File: config.mk
export PLATFORM = sky130hd
export DESIGN_NAME = ssm_safe_stop_monitor
export DESIGN_NICKNAME = d
export VERILOG_FILES = /design/src/ssm_pkg.sv /design/src/ssm_safe_stop_monitor.sv
export SDC_FILE = /design/constraint.sdc
export NUM_CORES = 1
export LEC_CHECK = 0
export BUFFER_PORTS_ARGS = -buffer_cell sky130_fd_sc_hd__buf_2
export CAP_MARGIN = 20
export CORE_MARGIN = 5
export CORE_UTILIZATION = 45
export DETAILED_ROUTE_END_ITERATION = 12
export GPL_TIMING_DRIVEN = 0
export PLACE_DENSITY_LB_ADDON = 0.25
export SLEW_MARGIN = 30
export SYNTH_ARGS = -nofsm -noshare
export SYNTH_HDL_FRONTEND = slang
export SYNTH_SLANG_ARGS = --single-unit
export TNS_END_PERCENT = 1
File: constraint.sdc
create_clock -name clock -period 2 [get_ports clock]
set_input_delay 0 -clock clock [delete_from_list [all_inputs] [get_ports clock]]
set_output_delay 0 -clock clock [all_outputs]
set_load 0.01 [all_outputs]
File: src/ssm_pkg.sv
// ssm_pkg: register map, field positions, reset values and carrier types
// for the safe-stop source monitor.
// assumes a plain 8-bit address register port with 32-bit data.
package ssm_pkg;

  localparam int          SSM_ADDR_W = 8;
  localparam int          SSM_DATA_W = 32;

  // register byte offsets
  localparam logic [7:0]  SSM_OFS_ALARM      = 8'h00;
  localparam logic [7:0]  SSM_OFS_ALARM_TWO  = 8'h04;
  localparam logic [7:0]  SSM_OFS_WARN       = 8'h08;
  localparam logic [7:0]  SSM_OFS_WARN_TWO   = 8'h0C;
  localparam logic [7:0]  SSM_OFS_CONFIG     = 8'h10;
  localparam logic [7:0]  SSM_OFS_CONTROL    = 8'h14;
  localparam logic [7:0]  SSM_OFS_IRQ_STATUS = 8'h18;
  localparam logic [7:0]  SSM_OFS_IRQ_MASK   = 8'h1C;
  localparam logic [7:0]  SSM_OFS_STATE      = 8'h20;

  // status word bit positions
  localparam int          SSM_BIT_STOP_EVENT = 30;
  localparam int          SSM_BIT_CARD_EVENT = 30;
  localparam int          SSM_BIT_DANGER     = 31;

  // config and control fields
  localparam int          SSM_RESP_W         = 4;
  localparam int          SSM_BIT_RESET_CMD  = 0;

  // stop-response settings
  localparam logic [3:0]  SSM_RESP_NONE      = 4'h0;
  localparam logic [3:0]  SSM_RESP_ALARM     = 4'h1;
  localparam logic [3:0]  SSM_RESP_ALARM_ALT = 4'h2;
  localparam logic [3:0]  SSM_RESP_WARN      = 4'h3;
  localparam logic [3:0]  SSM_RESP_CARD_A    = 4'h4;
  localparam logic [3:0]  SSM_RESP_CARD_W    = 4'h5;
  localparam logic [3:0]  SSM_RESP_BOTH_A    = 4'h6;
  localparam logic [3:0]  SSM_RESP_BOTH_W    = 4'h7;
  localparam logic [3:0]  SSM_RESP_BOTH_AW   = 4'h8;
  localparam logic [3:0]  SSM_RESP_BOTH_WA   = 4'h9;
  localparam logic [3:0]  SSM_RESP_RESET     = SSM_RESP_ALARM;

  // interrupt event bits
  localparam int          SSM_IRQ_W          = 5;
  localparam int          SSM_IRQ_STOP_WARN  = 0;
  localparam int          SSM_IRQ_CARD_WARN  = 1;
  localparam int          SSM_IRQ_STOP_ALARM = 2;
  localparam int          SSM_IRQ_CARD_ALARM = 3;
  localparam int          SSM_IRQ_DANGER     = 4;
  localparam logic [4:0]  SSM_IRQ_MASK_RESET = 5'h00;

  typedef enum logic [3:0] {
    SSM_RUN   = 4'h1,
    SSM_WARN  = 4'h2,
    SSM_ALARM = 4'h4,
    SSM_LOCK  = 4'h8
  } ssm_state_t;

  // one sampled pair of stop inputs, both active high
  typedef struct packed {
    logic stop_active;
    logic card_active;
  } ssm_inputs_t;

  typedef struct packed {
    logic [SSM_ADDR_W-1:0] addr;
    logic [SSM_DATA_W-1:0] wdata;
    logic                  wr;
    logic                  rd;
  } ssm_bus_req_t;

endpackage : ssm_pkg

File: src/ssm_safe_stop_monitor.sv
// ssm_safe_stop_monitor: classifies safe-stop events by source, latches
// alarms, reports warnings, raises the dangerous-failure trip lock.
// assumes one clock, a plain register port and pulse reset inputs.
//
// The plain strobed port and the register offsets were chosen for this implementation.
`timescale 1ns/1ns
`default_nettype none

module ssm_safe_stop_monitor
  import ssm_pkg::*;
(
  input  wire logic                       clock,
  input  wire logic                       rst_n,
  input  wire logic                       safe_stop_n,
  input  wire logic                       card_stop_indication,
  input  wire logic                       card_in_slot,
  input  wire logic                       reset_panel,
  input  wire logic                       reset_digital,
  input  wire logic                       reset_fieldbus,
  input  wire ssm_pkg::ssm_bus_req_t      bus_req,
  output logic [ssm_pkg::SSM_DATA_W-1:0]  bus_rdata,
  output logic                            coast,
  output logic                            irq
);
  import ssm_pkg::*;

  logic [1:0]          sync_meta;
  ssm_inputs_t         smp;
  logic [3:0]          response;
  logic                stop_alarm;
  logic                card_alarm;
  logic                danger;
  logic                stop_warn_q;
  logic                card_warn_q;
  logic [SSM_IRQ_W-1:0] irq_status;
  logic [SSM_IRQ_W-1:0] irq_mask;
  ssm_state_t          state;
  ssm_state_t          next_state;
  logic [SSM_DATA_W-1:0] next_rdata;

  always_ff @(posedge clock) begin
    if (!rst_n) begin
      sync_meta <= 2'h0;
      smp       <= '0;
    end else begin
      sync_meta <= {~safe_stop_n, card_stop_indication};
      smp       <= sync_meta;
    end
  end

  // register port decode
  wire wr_config  = bus_req.wr && (bus_req.addr == SSM_OFS_CONFIG);
  wire wr_control = bus_req.wr && (bus_req.addr == SSM_OFS_CONTROL);
  wire wr_irq_st  = bus_req.wr && (bus_req.addr == SSM_OFS_IRQ_STATUS);
  wire wr_irq_msk = bus_req.wr && (bus_req.addr == SSM_OFS_IRQ_MASK);
  wire [3:0] wr_resp = bus_req.wdata[SSM_RESP_W-1:0];

  // response decode
  wire card_mode  = (response >= SSM_RESP_CARD_A)
                 && (response <= SSM_RESP_BOTH_WA);
  wire card_only  = (response == SSM_RESP_CARD_A)
                 || (response == SSM_RESP_CARD_W);
  wire relay_mode = card_mode && !card_only;
  wire plain_mode = (response == SSM_RESP_ALARM)
                 || (response == SSM_RESP_ALARM_ALT)
                 || (response == SSM_RESP_WARN);

  // card alarm in 4, 6 and 8
  wire card_alarm_mode = (response == SSM_RESP_CARD_A)
                      || (response == SSM_RESP_BOTH_A)
                      || (response == SSM_RESP_BOTH_AW);
  // relay alarm in 6 and 9, warning in 7 and 8
  wire relay_alarm_mode = (response == SSM_RESP_BOTH_A)
                       || (response == SSM_RESP_BOTH_WA);
  wire stop_alarm_mode  = relay_alarm_mode
                       || (response == SSM_RESP_ALARM)
                       || (response == SSM_RESP_ALARM_ALT);

  // indication only counts in card settings
  wire card_used = card_mode && smp.card_active;

  wire danger_orphan = card_used && !smp.stop_active;
  wire danger_stray  = card_only && smp.stop_active && !card_used;
  wire danger_event  = danger_orphan || danger_stray;

  // card stop seen as both inputs active
  wire card_stop  = card_mode && smp.stop_active && card_used;
  wire relay_stop = smp.stop_active && !card_used
                 && (relay_mode || plain_mode);

  wire card_alarm_event = card_stop && card_alarm_mode;
  wire card_warn_cond   = card_stop && !card_alarm_mode;
  wire stop_alarm_event = relay_stop && stop_alarm_mode;
  wire stop_warn_cond   = relay_stop && !stop_alarm_mode;

  wire manual_reset = reset_panel || reset_digital || reset_fieldbus
                   || (wr_control && bus_req.wdata[SSM_BIT_RESET_CMD]);

  wire stop_clear_ok = !smp.stop_active;
  // card alarm also needs indication gone
  wire card_clear_ok = !smp.stop_active && !smp.card_active;
  wire reset_ok      = manual_reset
                    && (!stop_alarm || stop_clear_ok)
                    && (!card_alarm || card_clear_ok);

  wire resp_legal = (wr_resp <= SSM_RESP_WARN)
                 || (card_in_slot && (wr_resp <= SSM_RESP_BOTH_WA));

  always_ff @(posedge clock) begin
    if (!rst_n) begin
      response <= SSM_RESP_RESET;
    end else if (wr_config && resp_legal) begin
      response <= wr_resp;
    end
  end

  // alarm latches: a new event beats a reset in the same cycle
  always_ff @(posedge clock) begin
    if (!rst_n) begin
      stop_alarm <= 1'b0;
      card_alarm <= 1'b0;
    end else begin
      // stop alarm held until manual reset
      stop_alarm <= stop_alarm_event || (stop_alarm && !reset_ok);
      // card alarm held until manual reset
      card_alarm <= card_alarm_event || (card_alarm && !reset_ok);
    end
  end

  // trip lock: only the system reset releases it
  always_ff @(posedge clock) begin
    if (!rst_n) begin
      danger <= 1'b0;
    end else if (danger_event) begin
      danger <= 1'b1;
    end
  end

  always_ff @(posedge clock) begin
    if (!rst_n) begin
      stop_warn_q <= 1'b0;
      card_warn_q <= 1'b0;
    end else begin
      stop_warn_q <= stop_warn_cond;
      card_warn_q <= card_warn_cond;
    end
  end

  wire alarm_any = stop_alarm || card_alarm
                || stop_alarm_event || card_alarm_event;
  wire warn_any  = stop_warn_cond || card_warn_cond;

  // alarms leave by manual reset, or for the lock on a danger event
  always_comb begin
    next_state = state;
    unique case (state)
      SSM_RUN, SSM_WARN: begin
        if (danger_event) begin
          next_state = SSM_LOCK;
        end else if (alarm_any) begin
          next_state = SSM_ALARM;
        end else if (warn_any) begin
          next_state = SSM_WARN;
        end else begin
          next_state = SSM_RUN;
        end
      end
      SSM_ALARM: begin
        if (danger_event) begin
          next_state = SSM_LOCK;
        end else if (reset_ok && !stop_alarm_event && !card_alarm_event) begin
          next_state = warn_any ? SSM_WARN : SSM_RUN;
        end
      end
      SSM_LOCK: begin
        next_state = SSM_LOCK;
      end
      default: begin
        next_state = SSM_LOCK;
      end
    endcase
  end

  always_ff @(posedge clock) begin
    if (!rst_n) begin
      state <= SSM_RUN;
    end else begin
      state <= next_state;
    end
  end

  // coast while any stop cause remains
  always_ff @(posedge clock) begin
    if (!rst_n) begin
      coast <= 1'b0;
    end else begin
      coast <= (next_state != SSM_RUN) || smp.stop_active;
    end
  end

  // card warning sets its bit once, on the first cycle both inputs stand
  wire [SSM_IRQ_W-1:0] irq_set;
  assign irq_set[SSM_IRQ_STOP_WARN]  = stop_warn_cond && !stop_warn_q;
  assign irq_set[SSM_IRQ_CARD_WARN]  = card_warn_cond && !card_warn_q;
  assign irq_set[SSM_IRQ_STOP_ALARM] = stop_alarm_event && !stop_alarm;
  assign irq_set[SSM_IRQ_CARD_ALARM] = card_alarm_event && !card_alarm;
  assign irq_set[SSM_IRQ_DANGER]     = danger_event && !danger;

  // sticky status, write one to clear, set wins
  genvar gi;
  generate
    for (gi = 0; gi < SSM_IRQ_W; gi++) begin : g_irq
      wire clr = wr_irq_st && bus_req.wdata[gi];
      always_ff @(posedge clock) begin
        if (!rst_n) begin
          irq_status[gi] <= 1'b0;
        end else begin
          irq_status[gi] <= irq_set[gi] || (irq_status[gi] && !clr);
        end
      end
    end
  endgenerate

  always_ff @(posedge clock) begin
    if (!rst_n) begin
      irq_mask <= SSM_IRQ_MASK_RESET;
    end else if (wr_irq_msk) begin
      irq_mask <= bus_req.wdata[SSM_IRQ_W-1:0];
    end
  end

  assign irq = |(irq_status & irq_mask);

  wire [SSM_DATA_W-1:0] alarm_word;
  wire [SSM_DATA_W-1:0] alarm_word_two;
  wire [SSM_DATA_W-1:0] warn_word;
  wire [SSM_DATA_W-1:0] warn_word_two;
  assign alarm_word     = {{(SSM_DATA_W-1){1'b0}}, stop_alarm}
                          << SSM_BIT_STOP_EVENT;
  assign alarm_word_two = ({{(SSM_DATA_W-1){1'b0}}, card_alarm}
                          << SSM_BIT_CARD_EVENT)
                        | ({{(SSM_DATA_W-1){1'b0}}, danger}
                          << SSM_BIT_DANGER);
  assign warn_word      = {{(SSM_DATA_W-1){1'b0}}, stop_warn_q}
                          << SSM_BIT_STOP_EVENT;
  assign warn_word_two  = {{(SSM_DATA_W-1){1'b0}}, card_warn_q}
                          << SSM_BIT_CARD_EVENT;

  // read mux; unmapped offsets read zero
  always_comb begin
    next_rdata = '0;
    unique case (bus_req.addr)
      SSM_OFS_ALARM:      next_rdata = alarm_word;
      SSM_OFS_ALARM_TWO:  next_rdata = alarm_word_two;
      SSM_OFS_WARN:       next_rdata = warn_word;
      SSM_OFS_WARN_TWO:   next_rdata = warn_word_two;
      SSM_OFS_CONFIG:     next_rdata = {28'h0000000, response};
      SSM_OFS_IRQ_STATUS: next_rdata = {27'h0000000, irq_status};
      SSM_OFS_IRQ_MASK:   next_rdata = {27'h0000000, irq_mask};
      SSM_OFS_STATE:      next_rdata = {26'h0000000, smp, state};
      default:            next_rdata = '0;
    endcase
  end

  // read data stands only in the cycle after the strobe
  always_ff @(posedge clock) begin
    if (!rst_n) begin
      bus_rdata <= '0;
    end else if (bus_req.rd) begin
      bus_rdata <= next_rdata;
    end else begin
      bus_rdata <= '0;
    end
  end

endmodule : ssm_safe_stop_monitor

`default_nettype wire

==> metrics.csv <==
metric,value,unit
cap_violations,0,
rr_worst_depth,6,
multi_input_area,0.00107,mm²
portBuffers,32,
slowest_delay,530,ps
layout-drive-gt1-share,0.249,
min_period_over_period,0.983,
slew-limit-headroom,0.639,
grt_overflow_total,0,
die_area,0.00564,mm²
synth_edf_count,0,
r2r-end,state[0],
fin_skew,8.79,ps
gp_congestion,0.896,
avgSynthCellArea,8.79,µm²
h-tree-depth,2,
whs_path_depth,3,
cts_max_path_buffers,2,
path_cells,"dlygate4sd3_1, buf_2, or4_1, nor4b_4, and2_1, a21boi_0, o21a_1",
crit_type,in -> reg,
path_buf_inv,2,
grt_pass1_vias,1446,
async_flop_share,0,
irDropWorstVdd,0.406,mV
regArea,721,µm²
timing.fmax,509,MHz
root_buffer,clkbuf_8,
p_per_area,593,mW/mm²
antenna_cells,0,
via_count,1771,
outcome,completed,
synthXorXnorAreaFrac,0.00918,
dieHeight,75.1,µm
grt_first_pass_wirelength,7110,µm
finalCriticalPeriod,1970,ps
synth_top_family_by_area,simple AND/OR/NAND/NOR gates,
coreArea,0.00406,mm²
drc,0,
hpwl,3570,µm
antenna_found_initial,0,
grt_max_degree,11,
instances_no_fill,335,
fin_area,0.00239,mm²
fp-row-count,23,
hold_path.class,in -> reg,
avgViaCountPerCell,5.29,
hold_violations,0,
synth_compound_area_frac,0.201,
initialDrtViolationCount,150,
die_w,75.1,µm
synthSimpleGateAreaFrac,0.222,
detailed_place.area,0.00222,mm²
power.leakage,1.07,nW
grt_use_total,0.170,
tightest_slew,541,ps
synthTopCellsByCount,"dfxtp_1 (36), nor2_1 (27), buf_4 (24)",
synthMuxAreaShare,0.0669,
routed_wirelength,4750,µm
synthTopCellsByArea,"dfxtp_1 (38%), buf_4 (9.4%), nor2_1 (5.3%)",
setup_viol,0,
drv_slew,0,
hold_ws,15.1,ps
ioPinCount,84,
yosysTopAreaCell,dfxtp_1,
ys_seq_area_frac,0.378,
clk_latency,290,ps
start_util,0.470,
rsz0062_at_grt,yes,
syn-instance-count,217,
n_fill_cell,394,
power,0.00142,W
netlist_area,0.00191,mm²
crit_path_top_delay_cell,dlygate4sd3_1,
synth_cell_types,54,
cts_buffers,5,
worstPathArrival,2150,ps
crit_fanout,7,
required,2180,ps
final_util,0.588,
cts_tree,built,
startpoint_type,input port,
dp_cells,322,
yosys_warnings,0,
detail_route.first_pass.iterations,4,
clk_pin_slew,60,ps
min_from,bus_req[4],
detail-route-antenna-nets,0,
end_kind,register,
wl_per_cell,14.2,µm
synthAdderAreaFrac,0,
synth_most_common_cell,dfxtp_1,
synthFlopType,dfxtp_1,
post-cts-setup-buffer-count,0,
crit_family,simple AND/OR/NAND/NOR gates,
reg2reg_from,smp[0],
synth-seq-cells,36,
area_growth,25.1,%
yosysTopAreaCellShare,0.378,
r2r_setup_slack,240,ps
cts_sinks,36,
final_nets,335,
worstHoldEndpoint,irq_mask[2],
==> repair_timing <==
item	in CTS	in global routing
setup endpoints to repair	0	13
gates resized for setup	0	5
hold endpoints to repair	5	0
hold buffers	6	0
==> routing by layer <==
| metal | global-route usage | wire (µm) | vias up |
|---|---|---|---|
| met3 | 0.0320 | 385 | 8 |
| met2 | 0.254 | 2170 | 65 |
| met4 | 0.0652 | 53 | 0 |
| met1 | 0.240 | 2140 | 820 |
| met5 | 0 | 0 | - |
| li1 | - | - | 878 |
==> report_power, final <==
group	leakage (nW)	internal (W)	total [W]	switching [W]
Clock	0.0410	0.000236	0.000478	0.000242
Combinational	0.734	0.0000894	0.000195	0.000105
Sequential	0.292	0.000732	0.000743	0.0000108
==> placed cells by master, fill, tap and decap left out, drive strengths merged, types with 2 or more instances in the layout <==
cell,netlist,final
a32oi,2,2
inv,4,4
a21boi,3,3
or4b,2,2
o22ai,3,3
nor4,3,3
or4,2,2
nand2b,4,4
nand4,2,2
dfxtp,36,36
a31oi,2,2
nor2b,4,4
a22o,4,4
a211oi,2,2
buf,24,56
nand3,5,5
a21oi,8,8
and2,5,5
dlygate4sd3,0,6
conb,1,24
a22oi,6,6
clkinv,1,2
nor3,4,4
mux2i,9,9
nor2,28,28
clkbuf,9,15
a2bb2oi,4,4
o21ai,2,2
nand2,13,13
o21a,4,4
nor4b,2,2
==> final cells by class <==
type / instances / area share
flip-flops and latches: 36 / 0.302
well taps: 50 / 0.0262
plain buffers: 33 / 0.0896
multi-input cells: 166 / 0.450
inverters: 5 / 0.00786
clock buffers: 6 / 0.0304
clock inverters: 1 / 0.00210
repair buffers: 38 / 0.0922
==> worst min-delay path, stage by stage <==
cell and delay [ps]:
buf_2 120, mux2i_1 70, nor2_1 70
==> registers in the layout, summed over array words and instances (netlist names), 2 cells and up <==
signal,flops
sync_meta,2
bus_rdata,8
state,4
irq_status,5
smp,2
response,4
irq_mask,5
==> cells by family after synthesis <==
kind of cell	after synthesis
mux	11
compound gates	51
buf+inv	38
flops	36
other cells	1
simple gates	78
xor+xnor	2
==> per-stage QoR <==
stage | setup slack, ps | TNS, ps
global placement | 151 | 0
CTS | 11.0 | 0
finish | 33.9 | 0
global route | -30.7 | -72.0
detailed placement | 152 | 0
floorplan | 484 | 0
==> worst max path at each step <==
| stage | start | endpoint | slack, ps | cells past startpoint |
|---|---|---|---|---|
| final | bus_req[34] | irq_status[3] | 30 | 7 |
| after global routing | bus_req[34] | state[1] | -30 | 7 |
| after CTS | bus_req[34] | response[0] | 10 | 7 |
| after detailed placement | bus_req[41] | response[0] | 150 | 6 |
| after global placement | bus_req[37] | state[1] | 150 | 6 |
| after floorplan | state[1] | state[1] | 480 | 3 |
No activity file was read; power rests on OpenSTA's default activity.
